===== config.mk =====
export PLATFORM = sky130hd
export DESIGN_NAME = mai_audio_input_port
export DESIGN_NICKNAME = d
export VERILOG_FILES = /design/src/mai_pkg.sv /design/src/mai_audio_input_port.sv
export VERILOG_INCLUDE_DIRS = /design/src
export SDC_FILE = /design/constraint.sdc
export NUM_CORES = 2
export LEC_CHECK = 0
export ABC_AREA = 1
export BUFFER_PORTS_ARGS = -buffer_cell sky130_fd_sc_hd__buf_4
export CAP_MARGIN = 20
export CELL_PAD_IN_SITES_DETAIL_PLACEMENT = 1
export CELL_PAD_IN_SITES_GLOBAL_PLACEMENT = 1
export CORE_MARGIN = 3
export CORE_UTILIZATION = 53
export DETAILED_ROUTE_END_ITERATION = 12
export PLACE_DENSITY = 0.88
export SLEW_MARGIN = 30
export SYNTH_ARGS = -nofsm -noshare
export SYNTH_HDL_FRONTEND = slang
export SYNTH_SLANG_ARGS = --single-unit

===== constraint.sdc =====
create_clock -name ref_clk -period 36.7 [get_ports ref_clk]
set_input_delay 3.67 -clock ref_clk [delete_from_list [all_inputs] [get_ports ref_clk]]
set_output_delay 3.67 -clock ref_clk [all_outputs]
set_load 0.05 [all_outputs]

===== src/mai_consts.svh =====
`ifndef MAI_CONSTS_SVH
`define MAI_CONSTS_SVH

`define MAI_SAMPLE_W 24
`define MAI_RJ16_W 16
`define MAI_OL1_SLOT_W 5'h14
`define MAI_OL2_SLOT_W 5'h18
`define MAI_TDM_SLOT_W 6'h20
`define MAI_OL1_HALF 8'h40
`define MAI_OL2_HALF 8'h80
`define MAI_OL_SLOTS 4'h6
`define MAI_TDM_SLOTS 4'h8
`define MAI_OL_SECOND_SLOT 4'h3
`define MAI_BIT_CNT_MAX 6'h3f
`define MAI_POS_MAX 8'hff
`define MAI_MCK_CNT_W 11
`define MAI_MCK_CNT_MAX 11'h7ff
`define MAI_THR_192 11'h0a0
`define MAI_THR_256 11'h0e0
`define MAI_THR_384 11'h140
`define MAI_THR_512 11'h1c0
`define MAI_THR_768 11'h280
`define MAI_THR_1024 11'h380
`define MAI_THR_NONE 11'h480
`define MAI_DEEMPH_K32 8'hb0
`define MAI_DEEMPH_K44 8'hc0
`define MAI_DEEMPH_K48 8'hc8
`define MAI_SAMPLE_RST 24'h000000

`endif


===== src/mai_pkg.sv =====
`include "mai_consts.svh"

package mai_pkg;

  typedef enum logic [2:0] {
    fmt_lj, fmt_i2s, fmt_rj16, fmt_rj24, fmt_ol1, fmt_ol2, fmt_tdm
  } mai_fmt_e;

  typedef enum logic [1:0] {deemph_off, deemph_32k, deemph_44k1, deemph_48k} mai_deemph_e;

  typedef enum logic [2:0] {
    ratio_128, ratio_192, ratio_256, ratio_384, ratio_512, ratio_768, ratio_1024, ratio_none
  } mai_ratio_e;

  typedef logic [`MAI_SAMPLE_W-1:0] mai_word_t;
  typedef logic [3:0][`MAI_SAMPLE_W-1:0] mai_chan_t;

  typedef struct packed {
    mai_fmt_e fmt;
    mai_deemph_e deemph;
    logic double_speed;
  } mai_cfg_s;

  typedef struct packed {
    logic fs;
    logic bck;
    logic mck;
    logic [3:0] sd;
  } mai_pins_s;

  typedef struct packed {
    mai_ratio_e ratio;
    logic locked;
    logic [4:0] div;
  } mai_rate_s;

endpackage


===== src/mai_audio_input_port.sv =====
`timescale 1ns/1ps
`default_nettype none
`include "mai_consts.svh"
module mai_audio_input_port
  import mai_pkg::*;
(
  input wire logic ref_clk,
  input wire logic reset,
  input wire logic frame_sync_in,
  input wire logic serial_bit_clock_in,
  input wire logic audio_master_clock_in,
  input wire logic serial_audio_in_1,
  input wire logic serial_audio_in_2,
  input wire logic serial_audio_in_3,
  input wire logic serial_audio_in_4,
  input wire mai_cfg_s cfg,
  output mai_chan_t output_channel_a,
  output mai_chan_t output_channel_b,
  output logic frame_valid,
  output mai_rate_s rate_status,
  output logic rate_conv_tick
);

  function automatic mai_word_t left_align(input mai_word_t w, input logic [4:0] n);
    logic [4:0] sh;
    sh = 5'(`MAI_SAMPLE_W) - n;
    return (n == 5'h00) ? `MAI_SAMPLE_RST : (w << sh);
  endfunction

  function automatic mai_word_t deemph(input mai_word_t x, input mai_word_t y,
                                       input logic [7:0] k);
    logic signed [24:0] diff;
    logic signed [33:0] prod;
    logic signed [25:0] sum;
    diff = $signed({x[23], x}) - $signed({y[23], y});
    prod = 34'(diff * $signed({1'b0, k}));
    sum = $signed({{2{y[23]}}, y}) + $signed(prod[33:8]);
    return sum[23:0];
  endfunction

  function automatic mai_ratio_e classify(input logic [`MAI_MCK_CNT_W-1:0] n,
                                          input logic dbl);
    mai_ratio_e r;
    if (n < `MAI_THR_192) r = ratio_128;
    else if (n < `MAI_THR_256) r = ratio_192;
    else if (n < `MAI_THR_384) r = ratio_256;
    else if (n < `MAI_THR_512) r = ratio_384;
    else if (n < `MAI_THR_768) r = ratio_512;
    else if (n < `MAI_THR_1024) r = ratio_768;
    else if (n < `MAI_THR_NONE) r = ratio_1024;
    else r = ratio_none;
    if (dbl && r > ratio_512) r = ratio_none;
    if (!dbl && r < ratio_256) r = ratio_none;
    return r;
  endfunction

  function automatic logic [4:0] ratio_div(input mai_ratio_e r);
    unique case (r)
      ratio_128: return 5'h02;
      ratio_192: return 5'h03;
      ratio_256: return 5'h04;
      ratio_384: return 5'h06;
      ratio_512: return 5'h08;
      ratio_768: return 5'h0c;
      ratio_1024: return 5'h10;
      ratio_none: return 5'h00;
    endcase
  endfunction

  // Pins only ever sampled, never driven
  mai_pins_s pins_raw, meta_q, sync_q, last_q;
  assign pins_raw = {frame_sync_in, serial_bit_clock_in, audio_master_clock_in,
                     serial_audio_in_4, serial_audio_in_3, serial_audio_in_2, serial_audio_in_1};

  always_ff @(posedge ref_clk or posedge reset) begin
    if (reset) begin
      meta_q <= '0;
      sync_q <= '0;
      last_q <= '0;
    end else begin
      meta_q <= pins_raw;
      sync_q <= meta_q;
      last_q <= sync_q;
    end
  end

  logic bck_rise, mck_rise, fs_rise_ref;
  assign bck_rise = sync_q.bck & ~last_q.bck;
  assign mck_rise = sync_q.mck & ~last_q.mck;
  assign fs_rise_ref = sync_q.fs & ~last_q.fs;

  mai_fmt_e fmt;
  logic is_frame;
  assign fmt = cfg.fmt;
  assign is_frame = (fmt == fmt_ol1) || (fmt == fmt_ol2) || (fmt == fmt_tdm);

  // Two-channel formats
  logic lr_prev_q, trans, shift_en, left_done;
  logic [5:0] cnt_q, cnt_d;
  logic [4:0] nsh_q;
  mai_chan_t sh_q;
  assign trans = sync_q.fs ^ lr_prev_q;
  assign cnt_d = trans ? 6'h00 : ((cnt_q == `MAI_BIT_CNT_MAX) ? cnt_q : cnt_q + 6'h01);
  assign left_done = (fmt == fmt_i2s) ? ~lr_prev_q : lr_prev_q;

  always_comb begin
    unique case (fmt)
      fmt_lj: shift_en = cnt_d < 6'(`MAI_SAMPLE_W);
      fmt_i2s: shift_en = (cnt_d != 6'h00) && (cnt_d <= 6'(`MAI_SAMPLE_W));
      default: shift_en = 1'b1;
    endcase
  end

  always_ff @(posedge ref_clk or posedge reset) begin
    if (reset) begin
      lr_prev_q <= 1'b0;
      cnt_q <= 6'h00;
      nsh_q <= 5'h00;
      sh_q <= '0;
    end else if (bck_rise) begin
      lr_prev_q <= sync_q.fs;
      cnt_q <= cnt_d;
      if (shift_en) begin
        for (int i = 0; i < 4; i++) begin
          sh_q[i] <= {sh_q[i][`MAI_SAMPLE_W-2:0], sync_q.sd[i]};
        end
      end
      if (trans) nsh_q <= {4'h0, shift_en};
      else if (shift_en && nsh_q < 5'(`MAI_SAMPLE_W)) nsh_q <= nsh_q + 5'h01;
    end
  end

  // One-line and TDM framing
  logic fs_edge, tdm_arm_q, fr_start, fr_active, slot_end, last_slot;
  logic [7:0] pos_q, cur_pos, half;
  logic [3:0] slot_q, cur_slot, nslots;
  logic [4:0] sbit_q, cur_bit, cw;
  logic [5:0] slot_w;
  logic [1:0][`MAI_SAMPLE_W-1:0] fsh_q, fsh_d;

  assign fs_edge = sync_q.fs & ~lr_prev_q;
  assign fr_start = (fmt == fmt_tdm) ? tdm_arm_q : fs_edge;

  always_comb begin
    unique case (fmt)
      fmt_ol1: begin
        slot_w = {1'b0, `MAI_OL1_SLOT_W};
        half = `MAI_OL1_HALF;
        nslots = `MAI_OL_SLOTS;
      end
      fmt_ol2: begin
        slot_w = {1'b0, `MAI_OL2_SLOT_W};
        half = `MAI_OL2_HALF;
        nslots = `MAI_OL_SLOTS;
      end
      default: begin
        slot_w = `MAI_TDM_SLOT_W;
        half = `MAI_POS_MAX;
        nslots = `MAI_TDM_SLOTS;
      end
    endcase
    // Bits past the 24th of a slot are dropped
    cw = (slot_w > 6'(`MAI_SAMPLE_W)) ? 5'(`MAI_SAMPLE_W) : slot_w[4:0];
    cur_pos = fr_start ? 8'h00 : pos_q;
    cur_slot = fr_start ? 4'h0 : slot_q;
    cur_bit = fr_start ? 5'h00 : sbit_q;
    if (fmt != fmt_tdm && cur_pos == half) begin
      cur_slot = `MAI_OL_SECOND_SLOT;
      cur_bit = 5'h00;
    end
    fr_active = cur_slot < nslots;
    slot_end = fr_active && ({1'b0, cur_bit} == slot_w - 6'h01);
    last_slot = cur_slot == nslots - 4'h1;
    fsh_d = fsh_q;
    if (fr_active && cur_bit < cw) begin
      fsh_d[0] = {fsh_q[0][`MAI_SAMPLE_W-2:0], sync_q.sd[0]};
      fsh_d[1] = {fsh_q[1][`MAI_SAMPLE_W-2:0], sync_q.sd[3]};
    end
  end

  always_ff @(posedge ref_clk or posedge reset) begin
    if (reset) begin
      tdm_arm_q <= 1'b0;
      pos_q <= `MAI_POS_MAX;
      slot_q <= `MAI_TDM_SLOTS;
      sbit_q <= 5'h00;
      fsh_q <= '0;
    end else if (bck_rise && is_frame) begin
      tdm_arm_q <= fs_edge;
      pos_q <= (cur_pos == `MAI_POS_MAX) ? cur_pos : cur_pos + 8'h01;
      fsh_q <= fsh_d;
      if (slot_end) begin
        slot_q <= cur_slot + 4'h1;
        sbit_q <= 5'h00;
      end else begin
        slot_q <= cur_slot;
        sbit_q <= fr_active ? cur_bit + 5'h01 : cur_bit;
      end
    end
  end

  // Staging: a whole frame is collected before it is presented
  logic [7:0][`MAI_SAMPLE_W-1:0] stage_q;
  logic frame_done_q;
  logic [2:0] l1_idx;

  assign l1_idx = (fmt == fmt_tdm || cur_slot < `MAI_OL_SECOND_SLOT) ?
                  cur_slot[2:0] : 3'(cur_slot + 4'h1);

  always_ff @(posedge ref_clk or posedge reset) begin
    if (reset) begin
      stage_q <= '0;
      frame_done_q <= 1'b0;
    end else begin
      frame_done_q <= 1'b0;
      if (bck_rise && !is_frame && trans) begin
        for (int i = 0; i < 4; i++) begin
          if (fmt == fmt_rj16) begin
            stage_q[left_done ? i : i + 4] <= {sh_q[i][`MAI_RJ16_W-1:0],
                                               8'h00};
          end else if (fmt == fmt_rj24) begin
            stage_q[left_done ? i : i + 4] <= sh_q[i];
          end else begin
            stage_q[left_done ? i : i + 4] <= left_align(sh_q[i], nsh_q);
          end
        end
        frame_done_q <= !left_done;
      end
      if (bck_rise && is_frame && slot_end) begin
        stage_q[l1_idx] <= left_align(fsh_d[0], cw);
        if (fmt != fmt_tdm && cur_slot == 4'h0) stage_q[3] <= left_align(fsh_d[1], cw);
        if (fmt != fmt_tdm && cur_slot == `MAI_OL_SECOND_SLOT) begin
          stage_q[7] <= left_align(fsh_d[1], cw);
        end
        frame_done_q <= last_slot;
      end
    end
  end

  // Output with optional de-emphasis; the filter state is the previous output
  mai_chan_t outa_q, outb_q;
  logic frame_valid_q;
  logic [7:0] deemph_k;

  always_comb begin
    unique case (cfg.deemph)
      deemph_32k: deemph_k = `MAI_DEEMPH_K32;
      deemph_44k1: deemph_k = `MAI_DEEMPH_K44;
      deemph_48k: deemph_k = `MAI_DEEMPH_K48;
      deemph_off: deemph_k = 8'h00;
    endcase
  end

  always_ff @(posedge ref_clk or posedge reset) begin
    if (reset) begin
      outa_q <= '0;
      outb_q <= '0;
      frame_valid_q <= 1'b0;
    end else begin
      frame_valid_q <= frame_done_q;
      if (frame_done_q) begin
        for (int i = 0; i < 4; i++) begin
          outa_q[i] <= (cfg.deemph == deemph_off) ? stage_q[i] :
                       deemph(stage_q[i], outa_q[i], deemph_k);
          outb_q[i] <= (cfg.deemph == deemph_off) ? stage_q[i + 4] :
                       deemph(stage_q[i + 4], outb_q[i], deemph_k);
        end
      end
    end
  end

  assign output_channel_a = outa_q;
  assign output_channel_b = outb_q;
  assign frame_valid = frame_valid_q;

  // Ratio detect: count master clock edges per frame sync period
  logic [`MAI_MCK_CNT_W-1:0] mcnt_q;
  mai_ratio_e ratio_q;
  logic [4:0] divcnt_q, div;
  logic tick_q;
  assign div = ratio_div(ratio_q);

  always_ff @(posedge ref_clk or posedge reset) begin
    if (reset) begin
      mcnt_q <= '0;
      ratio_q <= ratio_none;
    end else if (fs_rise_ref) begin
      mcnt_q <= {{(`MAI_MCK_CNT_W-1){1'b0}}, mck_rise};
      ratio_q <= classify(mcnt_q, cfg.double_speed);
    end else if (mck_rise && mcnt_q != `MAI_MCK_CNT_MAX) begin
      mcnt_q <= mcnt_q + 11'h001;
    end
  end

  // Converter clock: one tick every div master clock edges
  always_ff @(posedge ref_clk or posedge reset) begin
    if (reset) begin
      divcnt_q <= 5'h00;
      tick_q <= 1'b0;
    end else begin
      tick_q <= 1'b0;
      if (ratio_q == ratio_none) begin
        divcnt_q <= 5'h00;
      end else if (mck_rise) begin
        if (divcnt_q >= div - 5'h01) begin
          divcnt_q <= 5'h00;
          tick_q <= 1'b1;
        end else begin
          divcnt_q <= divcnt_q + 5'h01;
        end
      end
    end
  end

  assign rate_status = '{ratio: ratio_q, locked: ratio_q != ratio_none, div: div};
  assign rate_conv_tick = tick_q;
endmodule
`default_nettype wire


Word level (Yosys, flattened, before mapping)
Memories as Yosys holds them, arrays and structs flattened.
Index checks and enable logic that the tools add are counted.
- add/subtract/negate cells: 28
- multipliers: 8
- magnitude comparators: 27
- eq/ne operators: 19
- shift-type cells: 6
- muxes and demuxes: 100
- bitwise gates (word level): 9
- reductions and logical operators: 37
- operators by type and width (operator ; count):
    192-bit bitwise mux ; 13
    192-bit two-way mux ; 13
    24-bit two-way mux ; 21
    24-bit demux with 3-bit select ; 5
    25-bit by 9-bit multiplier with 32-bit output ; 8
    24-bit by 24-bit subtractor with 25-bit output ; 8
    24-bit adder ; 8
    24-bit by 5-bit left shift with 24-bit output ; 6
    5-bit two-way mux ; 10
    48-bit two-way mux ; 1
    3-bit two-way mux ; 13
    8-bit case mux with 4 select lines ; 1
    11-bit by 10-bit less-than comparator with 1-bit output (second input constant) ; 2
    11-bit by 8-bit less-than comparator with 1-bit output (second input constant) ; 2
    11-bit by 9-bit less-than comparator with 1-bit output (second input constant) ; 2
    11-bit two-way mux ; 2
    3-bit by 4-bit less-than comparator with 1-bit output (second input constant) ; 5
    1-bit logical AND ; 19
    4-bit two-way mux ; 4
    8-bit two-way mux ; 2
    8-bit case mux with 2 select lines ; 1
    5-bit by 1-bit adder with 5-bit output (second input constant) ; 3
    3-bit by 1-bit greater-or-equal comparator with 1-bit output (second input constant) ; 5
    3-bit equality test (second input constant) ; 4
    49 further kinds ; 76
- register bits after elaboration: 597
- ROM bits: 40
- output and inout port bits: 203
- word-level logic and storage cells: 281
- memories kept: 1
- memories (memory ; words ; width ; read ports ; clocked after memory_dff ; wr ports ; line ; source):
    (no name shown) ; 8 ; 5 ; 1 ; 0 ; 0 ; mai_audio_input_port.sv:58 ; unique case (r)

Logic depth before layout (Yosys ltp)
- depth in word-level cells: 26
- gate-level depth with buffers: 46
- depth with buffers taken out: 46

Least setup slack after synthesis
No wires, ideal clock.
- kind: input to register
- start point: in cfg[2] in the netlist's numbering
- end point: reg outa_q (netlist bit output_channel_a[69])
- data arrival time: 9.953 ns
- path slack: 26.613 ns
- stages on the path: 36
- buffers on the path: 4
- cells stage by stage: nor2_1 -> clkbuf_1 -> clkbuf_1 -> clkbuf_1 -> clkbuf_1 -> nor2_1 -> ha_1 -> inv_1 -> fa_1 -> inv_1 -> fa_1 -> ha_1 -> inv_1 -> fa_1 -> nor2_1 -> nand4_1 -> and3_1 -> o21ai_0 -> a31oi_1 -> o21ai_0 -> a21boi_0 -> xnor2_1 -> ha_1 -> nand2_1 -> nor2_1 -> inv_1 -> nor3_1 -> a21oi_1 -> o21ai_0 -> nand3_1 -> nand2_1 -> nand2_1 -> nand3_1 -> nand3_1 -> o211ai_1 -> o21ai_0
- cells in the longest elaborated chain, start to end: 5
- ends and longest elaborated chain (what ; line ; source):
    from (decl) ; mai_audio_input_port.sv:16 ; input wire mai_cfg_s cfg,
    2-bit equality test (tied with other cells) ; mai_audio_input_port.sv:246 ; unique case (cfg.deemph)
    8-bit case mux with 4 select lines ; mai_audio_input_port.sv:246 ;
    25-bit by 9-bit multiplier with 32-bit output ; mai_audio_input_port.sv:36 ; prod = 34'(diff * $signed({1'b0, k}));
    24-bit adder ; mai_audio_input_port.sv:37 ; sum = $signed({{2{y[23]}}, y}) + $signed(prod[33:8]);
    24-bit two-way mux (*) ; mai_audio_input_port.sv:263 ; outa_q[i] <= (cfg.deemph == deemph_off) ? stage_q[i] :
    to (signal, indexed assignment) ; mai_audio_input_port.sv:263 ;
    to (decl) ; mai_audio_input_port.sv:241 ; mai_chan_t outa_q, outb_q;
Every way passes the cells marked *; elsewhere a longest branch is shown, timed or not. The select of a mux whose other input is x is not followed.
A chain may end at the register's enable or synchronous reset.

Worst setup path after layout
- start point: in cfg[1] in the netlist's numbering
- end point: reg outa_q (netlist bit output_channel_a[21])
Same word-level chain as after synthesis.

==> results.json <==
{
  "yosys_warnings": 0,
  "post-cts-setup-buffers": 0,
  "cts_htree_levels": 3,
  "chipHeight_um": 400,
  "hold_class": "flip-flop to flip-flop",
  "setup_violations": 0,
  "drt_wl_total_um": 332000,
  "dieArea_um2": 160000,
  "detail_route.drc_violations": 0,
  "final.period_utilization": 0.318,
  "avgViaCountPerCell": 6.30,
  "post_drt_wl_per_cell_um": 25.2,
  "ys_async_sr_fraction": 1.00,
  "timing.critical_path.slowest_stage_cell": "sky130_fd_sc_hd__buf_4",
  "synthesis.area_um2": 82200,
  "global_route_wire_length_before_repair_um": 513000,
  "synth_enable_flop_cells": 0,
  "global_route.usage.total": 0.411,
  "grt_use_met2": 0.662,
  "max_slew_margin": 0.202,
  "grt_overflow": 0,
  "grt_antenna_before_repair": 13,
  "max-cap-violations": 0,
  "finalWeightedCongestion": 1.05,
  "dr_total_vias": 82907,
  "number_of_global_route_vias_before_repair": 88042,
  "cts_tree": "yes",
  "cp.required_ns": 37.31,
  "cpMostUsedCell": "sky130_fd_sc_hd__ha_1",
  "startpoint_type": "input port",
  "period_minus_ws_final_ns": 11.69,
  "nFillCells": 19548,
  "status": "completed",
  "worstMarginPinSlew_ns": 1.19,
  "clockBufferDepth": 3,
  "seq_area_frac_synth": 0.182,
  "clockRootBuffer": "sky130_fd_sc_hd__clkbuf_16",
  "worstSkewPairLatency_ns": 0.74,
  "initial_utilization": 0.537,
  "maximum_number_of_pins_on_one_net_before_global_route_repair": 129,
  "synth_top_flop_cell": "sky130_fd_sc_hd__dfrtp_1",
  "final_max_slew_viol_count": 0,
  "report.final.hold_viol_count": 0,
  "critical_path_arrival_ns": 12.29,
  "port-buffer-count": 217,
  "io_pins": 218,
  "global_route.usage.met3": 0.0883,
  "clock-sinks": 597,
  "critical_path.max_fanout": 57,
  "global_route.usage.met1": 0.522,
  "worst_setup_hold_path_clk_slew_ns": 0.06,
  "grt_setup_unrepaired": "false",
  "dp.final_hpwl_um": 255000,
  "post_cts.resized_instances": 0,
  "drt_pass1_iterations": 5,
  "maxClockFrequency_mhz": 85.6,
  "synth.avg_cell_area_um2": 7.39,
  "synth_cell_types": 69,
  "chipWidth_um": 400,
  "cts_inserted_buffers": 81,
  "grt_busiest_layer": "met2",
  "post_cts_hold_buffer_count": 0,
  "endpoint_kind": "flip-flop",
  "drive_above_1_share": 0.0512,
  "crit_buf_inv": 3,
  "whs_ns": 0.352,
  "core_region_area_um2": 153000,
  "finish.net_count": 12688,
  "largest_stage_delay_worst_path_ns": 0.67,
  "layout_stage_area_growth_over_the_synthesis_result_pct": 7.74,
  "critical-path-top-delay-family": "simple AND/OR/NAND/NOR gates",
  "finalSetupTns_ns": 0,
  "synth.ff_latch_count": 597,
  "path_class": "input port to flip-flop",
  "fin_skew_ns": 0.0520,
  "antenna_left": 0,
  "syn_inst": 11116,
  "drt-initial-drc-count": 6773,
  "floorplan.rows": 143
}
[kinds of logic (layout without fill, tap and decap cells)]
kind of cell / Yosys count / count (layout) / share of synthesized area
adder cells (fa/ha/maj): 1608 / 1608 / 0.299
AND/OR/NAND/NOR: 3967 / 3967 / 0.197
buffers and inverters: 1670 / 1677 / 0.0774
AO/OA/AOI/OAI: 2716 / 2716 / 0.184
XOR/XNOR: 523 / 523 / 0.0558
flip-flops: 597 / 597 / 0.182
other: 2 / 19 / 0.0000914
multiplexers: 33 / 33 / 0.00402
[per-stage QoR]
step / area (um^2) / std cells / setup WS, ns / utilization
3_3_place_gp: 85400 / 13012 / 24.79 / 0.558
5_1_grt: 88500 / 13161 / 24.42 / 0.578
3_5_place_dp: 85400 / 13012 / 24.49 / 0.559
2_1_floorplan: 82200 / 11123 / 16.34 / -
4_1_cts: 88500 / 13160 / 25.19 / 0.578
6_report: 88500 / 13170 / 25.01 / 0.579
[Yosys cell counts, types with 7 or more instances]
cell type / number / area [um^2]
sky130_fd_sc_hd__nand2_1: 1978 / 7420
sky130_fd_sc_hd__nor2_1: 1251 / 4700
sky130_fd_sc_hd__inv_1: 1198 / 4500
sky130_fd_sc_hd__o21ai_0: 1170 / 5860
sky130_fd_sc_hd__ha_1: 1016 / 12700
sky130_fd_sc_hd__a21oi_1: 762 / 3810
sky130_fd_sc_hd__fa_1: 592 / 11900
sky130_fd_sc_hd__dfrtp_1: 585 / 14600
sky130_fd_sc_hd__nand3_1: 447 / 2240
sky130_fd_sc_hd__clkbuf_1: 364 / 1370
sky130_fd_sc_hd__xor2_1: 318 / 2790
sky130_fd_sc_hd__xnor2_1: 205 / 1800
sky130_fd_sc_hd__o22ai_1: 165 / 1030
sky130_fd_sc_hd__o21ai_1: 97 / 485
sky130_fd_sc_hd__o211ai_1: 96 / 721
sky130_fd_sc_hd__nor3_1: 83 / 415
sky130_fd_sc_hd__a31oi_1: 76 / 475
sky130_fd_sc_hd__a22oi_1: 75 / 563
sky130_fd_sc_hd__nand4_1: 67 / 419
sky130_fd_sc_hd__a21o_1: 50 / 375
sky130_fd_sc_hd__buf_1: 41 / 154
sky130_fd_sc_hd__o221ai_1: 37 / 324
sky130_fd_sc_hd__nor4_1: 35 / 219
sky130_fd_sc_hd__o21bai_1: 35 / 263
sky130_fd_sc_hd__mux2i_1: 33 / 330
sky130_fd_sc_hd__buf_2: 30 / 150
sky130_fd_sc_hd__a21boi_0: 27 / 203
sky130_fd_sc_hd__or2_2: 24 / 150
sky130_fd_sc_hd__and2_1: 23 / 144
sky130_fd_sc_hd__o31ai_1: 22 / 165
sky130_fd_sc_hd__o21a_1: 21 / 158
sky130_fd_sc_hd__inv_2: 20 / 75.1
sky130_fd_sc_hd__nand3b_1: 17 / 128
sky130_fd_sc_hd__a211oi_1: 16 / 120
sky130_fd_sc_hd__a221oi_1: 15 / 131
sky130_fd_sc_hd__o311ai_0: 13 / 114
sky130_fd_sc_hd__dfstp_2: 12 / 315
sky130_fd_sc_hd__and3_1: 9 / 56.3
sky130_fd_sc_hd__clkinv_1: 9 / 33.8
sky130_fd_sc_hd__nand2_2: 8 / 50.1
sky130_fd_sc_hd__buf_6: 7 / 78.8
sky130_fd_sc_hd__o21ai_2: 7 / 61.3
[cell type report]
| cell class | count | area [um^2] | area share |
|---|---|---|---|
| antenna | 10 | 25.0 | 0.000283 |
| clock buffer | 105 | 2260 | 0.0255 |
| inverter | 1227 | 4630 | 0.0524 |
| timing repair buffer | 302 | 2320 | 0.0262 |
| multi-input combinational | 8856 | 61000 | 0.689 |
| tap | 2030 | 2540 | 0.0287 |
| sequential | 597 | 15000 | 0.169 |
| clock inverter | 43 | 761 | 0.00860 |
[cells in the final DEF (no fill, tap or decap), types with 17 or more instances in the layout]
cell type / netlist / layout
sky130_fd_sc_hd__ha_1: 1016 / 1015
sky130_fd_sc_hd__dfrtp_1: 585 / 583
sky130_fd_sc_hd__clkbuf_16: 0 / 81
sky130_fd_sc_hd__nand2_1: 1978 / 1975
sky130_fd_sc_hd__o22ai_1: 165 / 165
sky130_fd_sc_hd__o211ai_1: 96 / 96
sky130_fd_sc_hd__a21oi_1: 762 / 762
sky130_fd_sc_hd__xor2_1: 318 / 316
sky130_fd_sc_hd__and2_1: 23 / 23
sky130_fd_sc_hd__nor4_1: 35 / 35
sky130_fd_sc_hd__o21ai_1: 97 / 98
sky130_fd_sc_hd__nand4_1: 67 / 67
sky130_fd_sc_hd__nor3_1: 83 / 82
sky130_fd_sc_hd__nand3_1: 447 / 446
sky130_fd_sc_hd__o21a_1: 21 / 21
sky130_fd_sc_hd__o21bai_1: 35 / 35
sky130_fd_sc_hd__mux2i_1: 33 / 33
sky130_fd_sc_hd__nand3b_1: 17 / 17
sky130_fd_sc_hd__o21ai_0: 1170 / 1169
sky130_fd_sc_hd__inv_1: 1198 / 1188
sky130_fd_sc_hd__a22oi_1: 75 / 75
sky130_fd_sc_hd__nor2_1: 1251 / 1242
sky130_fd_sc_hd__a21o_1: 50 / 50
sky130_fd_sc_hd__a31oi_1: 76 / 76
sky130_fd_sc_hd__a21boi_0: 27 / 26
sky130_fd_sc_hd__buf_4: 1 / 296
sky130_fd_sc_hd__fa_1: 592 / 592
sky130_fd_sc_hd__o221ai_1: 37 / 37
sky130_fd_sc_hd__inv_2: 20 / 27
sky130_fd_sc_hd__o31ai_1: 22 / 22
sky130_fd_sc_hd__xnor2_1: 205 / 205
sky130_fd_sc_hd__or2_2: 24 / 24
[per-layer routing]
metal | share of wire | vias to the layer above
li1 | - | 37115
met1 | 0.40 | 41441
met2 | 0.45 | 3404
met3 | 0.084 | 937
met4 | 0.060 | 10
met5 | 0.00021 | -
[worst paths after layout]
check                                     startpoint                   end  slack [ns]  cells past startpoint
worst min-delay path                       meta_q[4]             sync_q[4]        0.35                      0
max in group asynchronous                      reset  output_channel_a[69]       31.29                      4
worst max-delay path                          cfg[1]  output_channel_a[21]       25.01                     30
worst max register to register  output_channel_a[24]  output_channel_a[45]       27.12                     36
worst min register to register             meta_q[4]             sync_q[4]        0.35                      0
min in group asynchronous                      reset           divcnt_q[4]        3.09                      2
[registers in the layout, indices dropped and copies added, names as in the netlist, 3 cells and up]
signal / cells
cnt_q: 6
divcnt_q: 5
fsh_q: 48
last_q: 3
mcnt_q: 11
meta_q: 7
nsh_q: 5
output_channel_a: 96
output_channel_b: 96
pos_q: 8
ratio_q: 3
sbit_q: 5
sh_q: 96
slot_q: 4
stage_q: 192
sync_q: 7
Power is left out: the tool's default activity adds up to more than one toggle a clock period on the data nets, which glitch-free logic cannot reach.
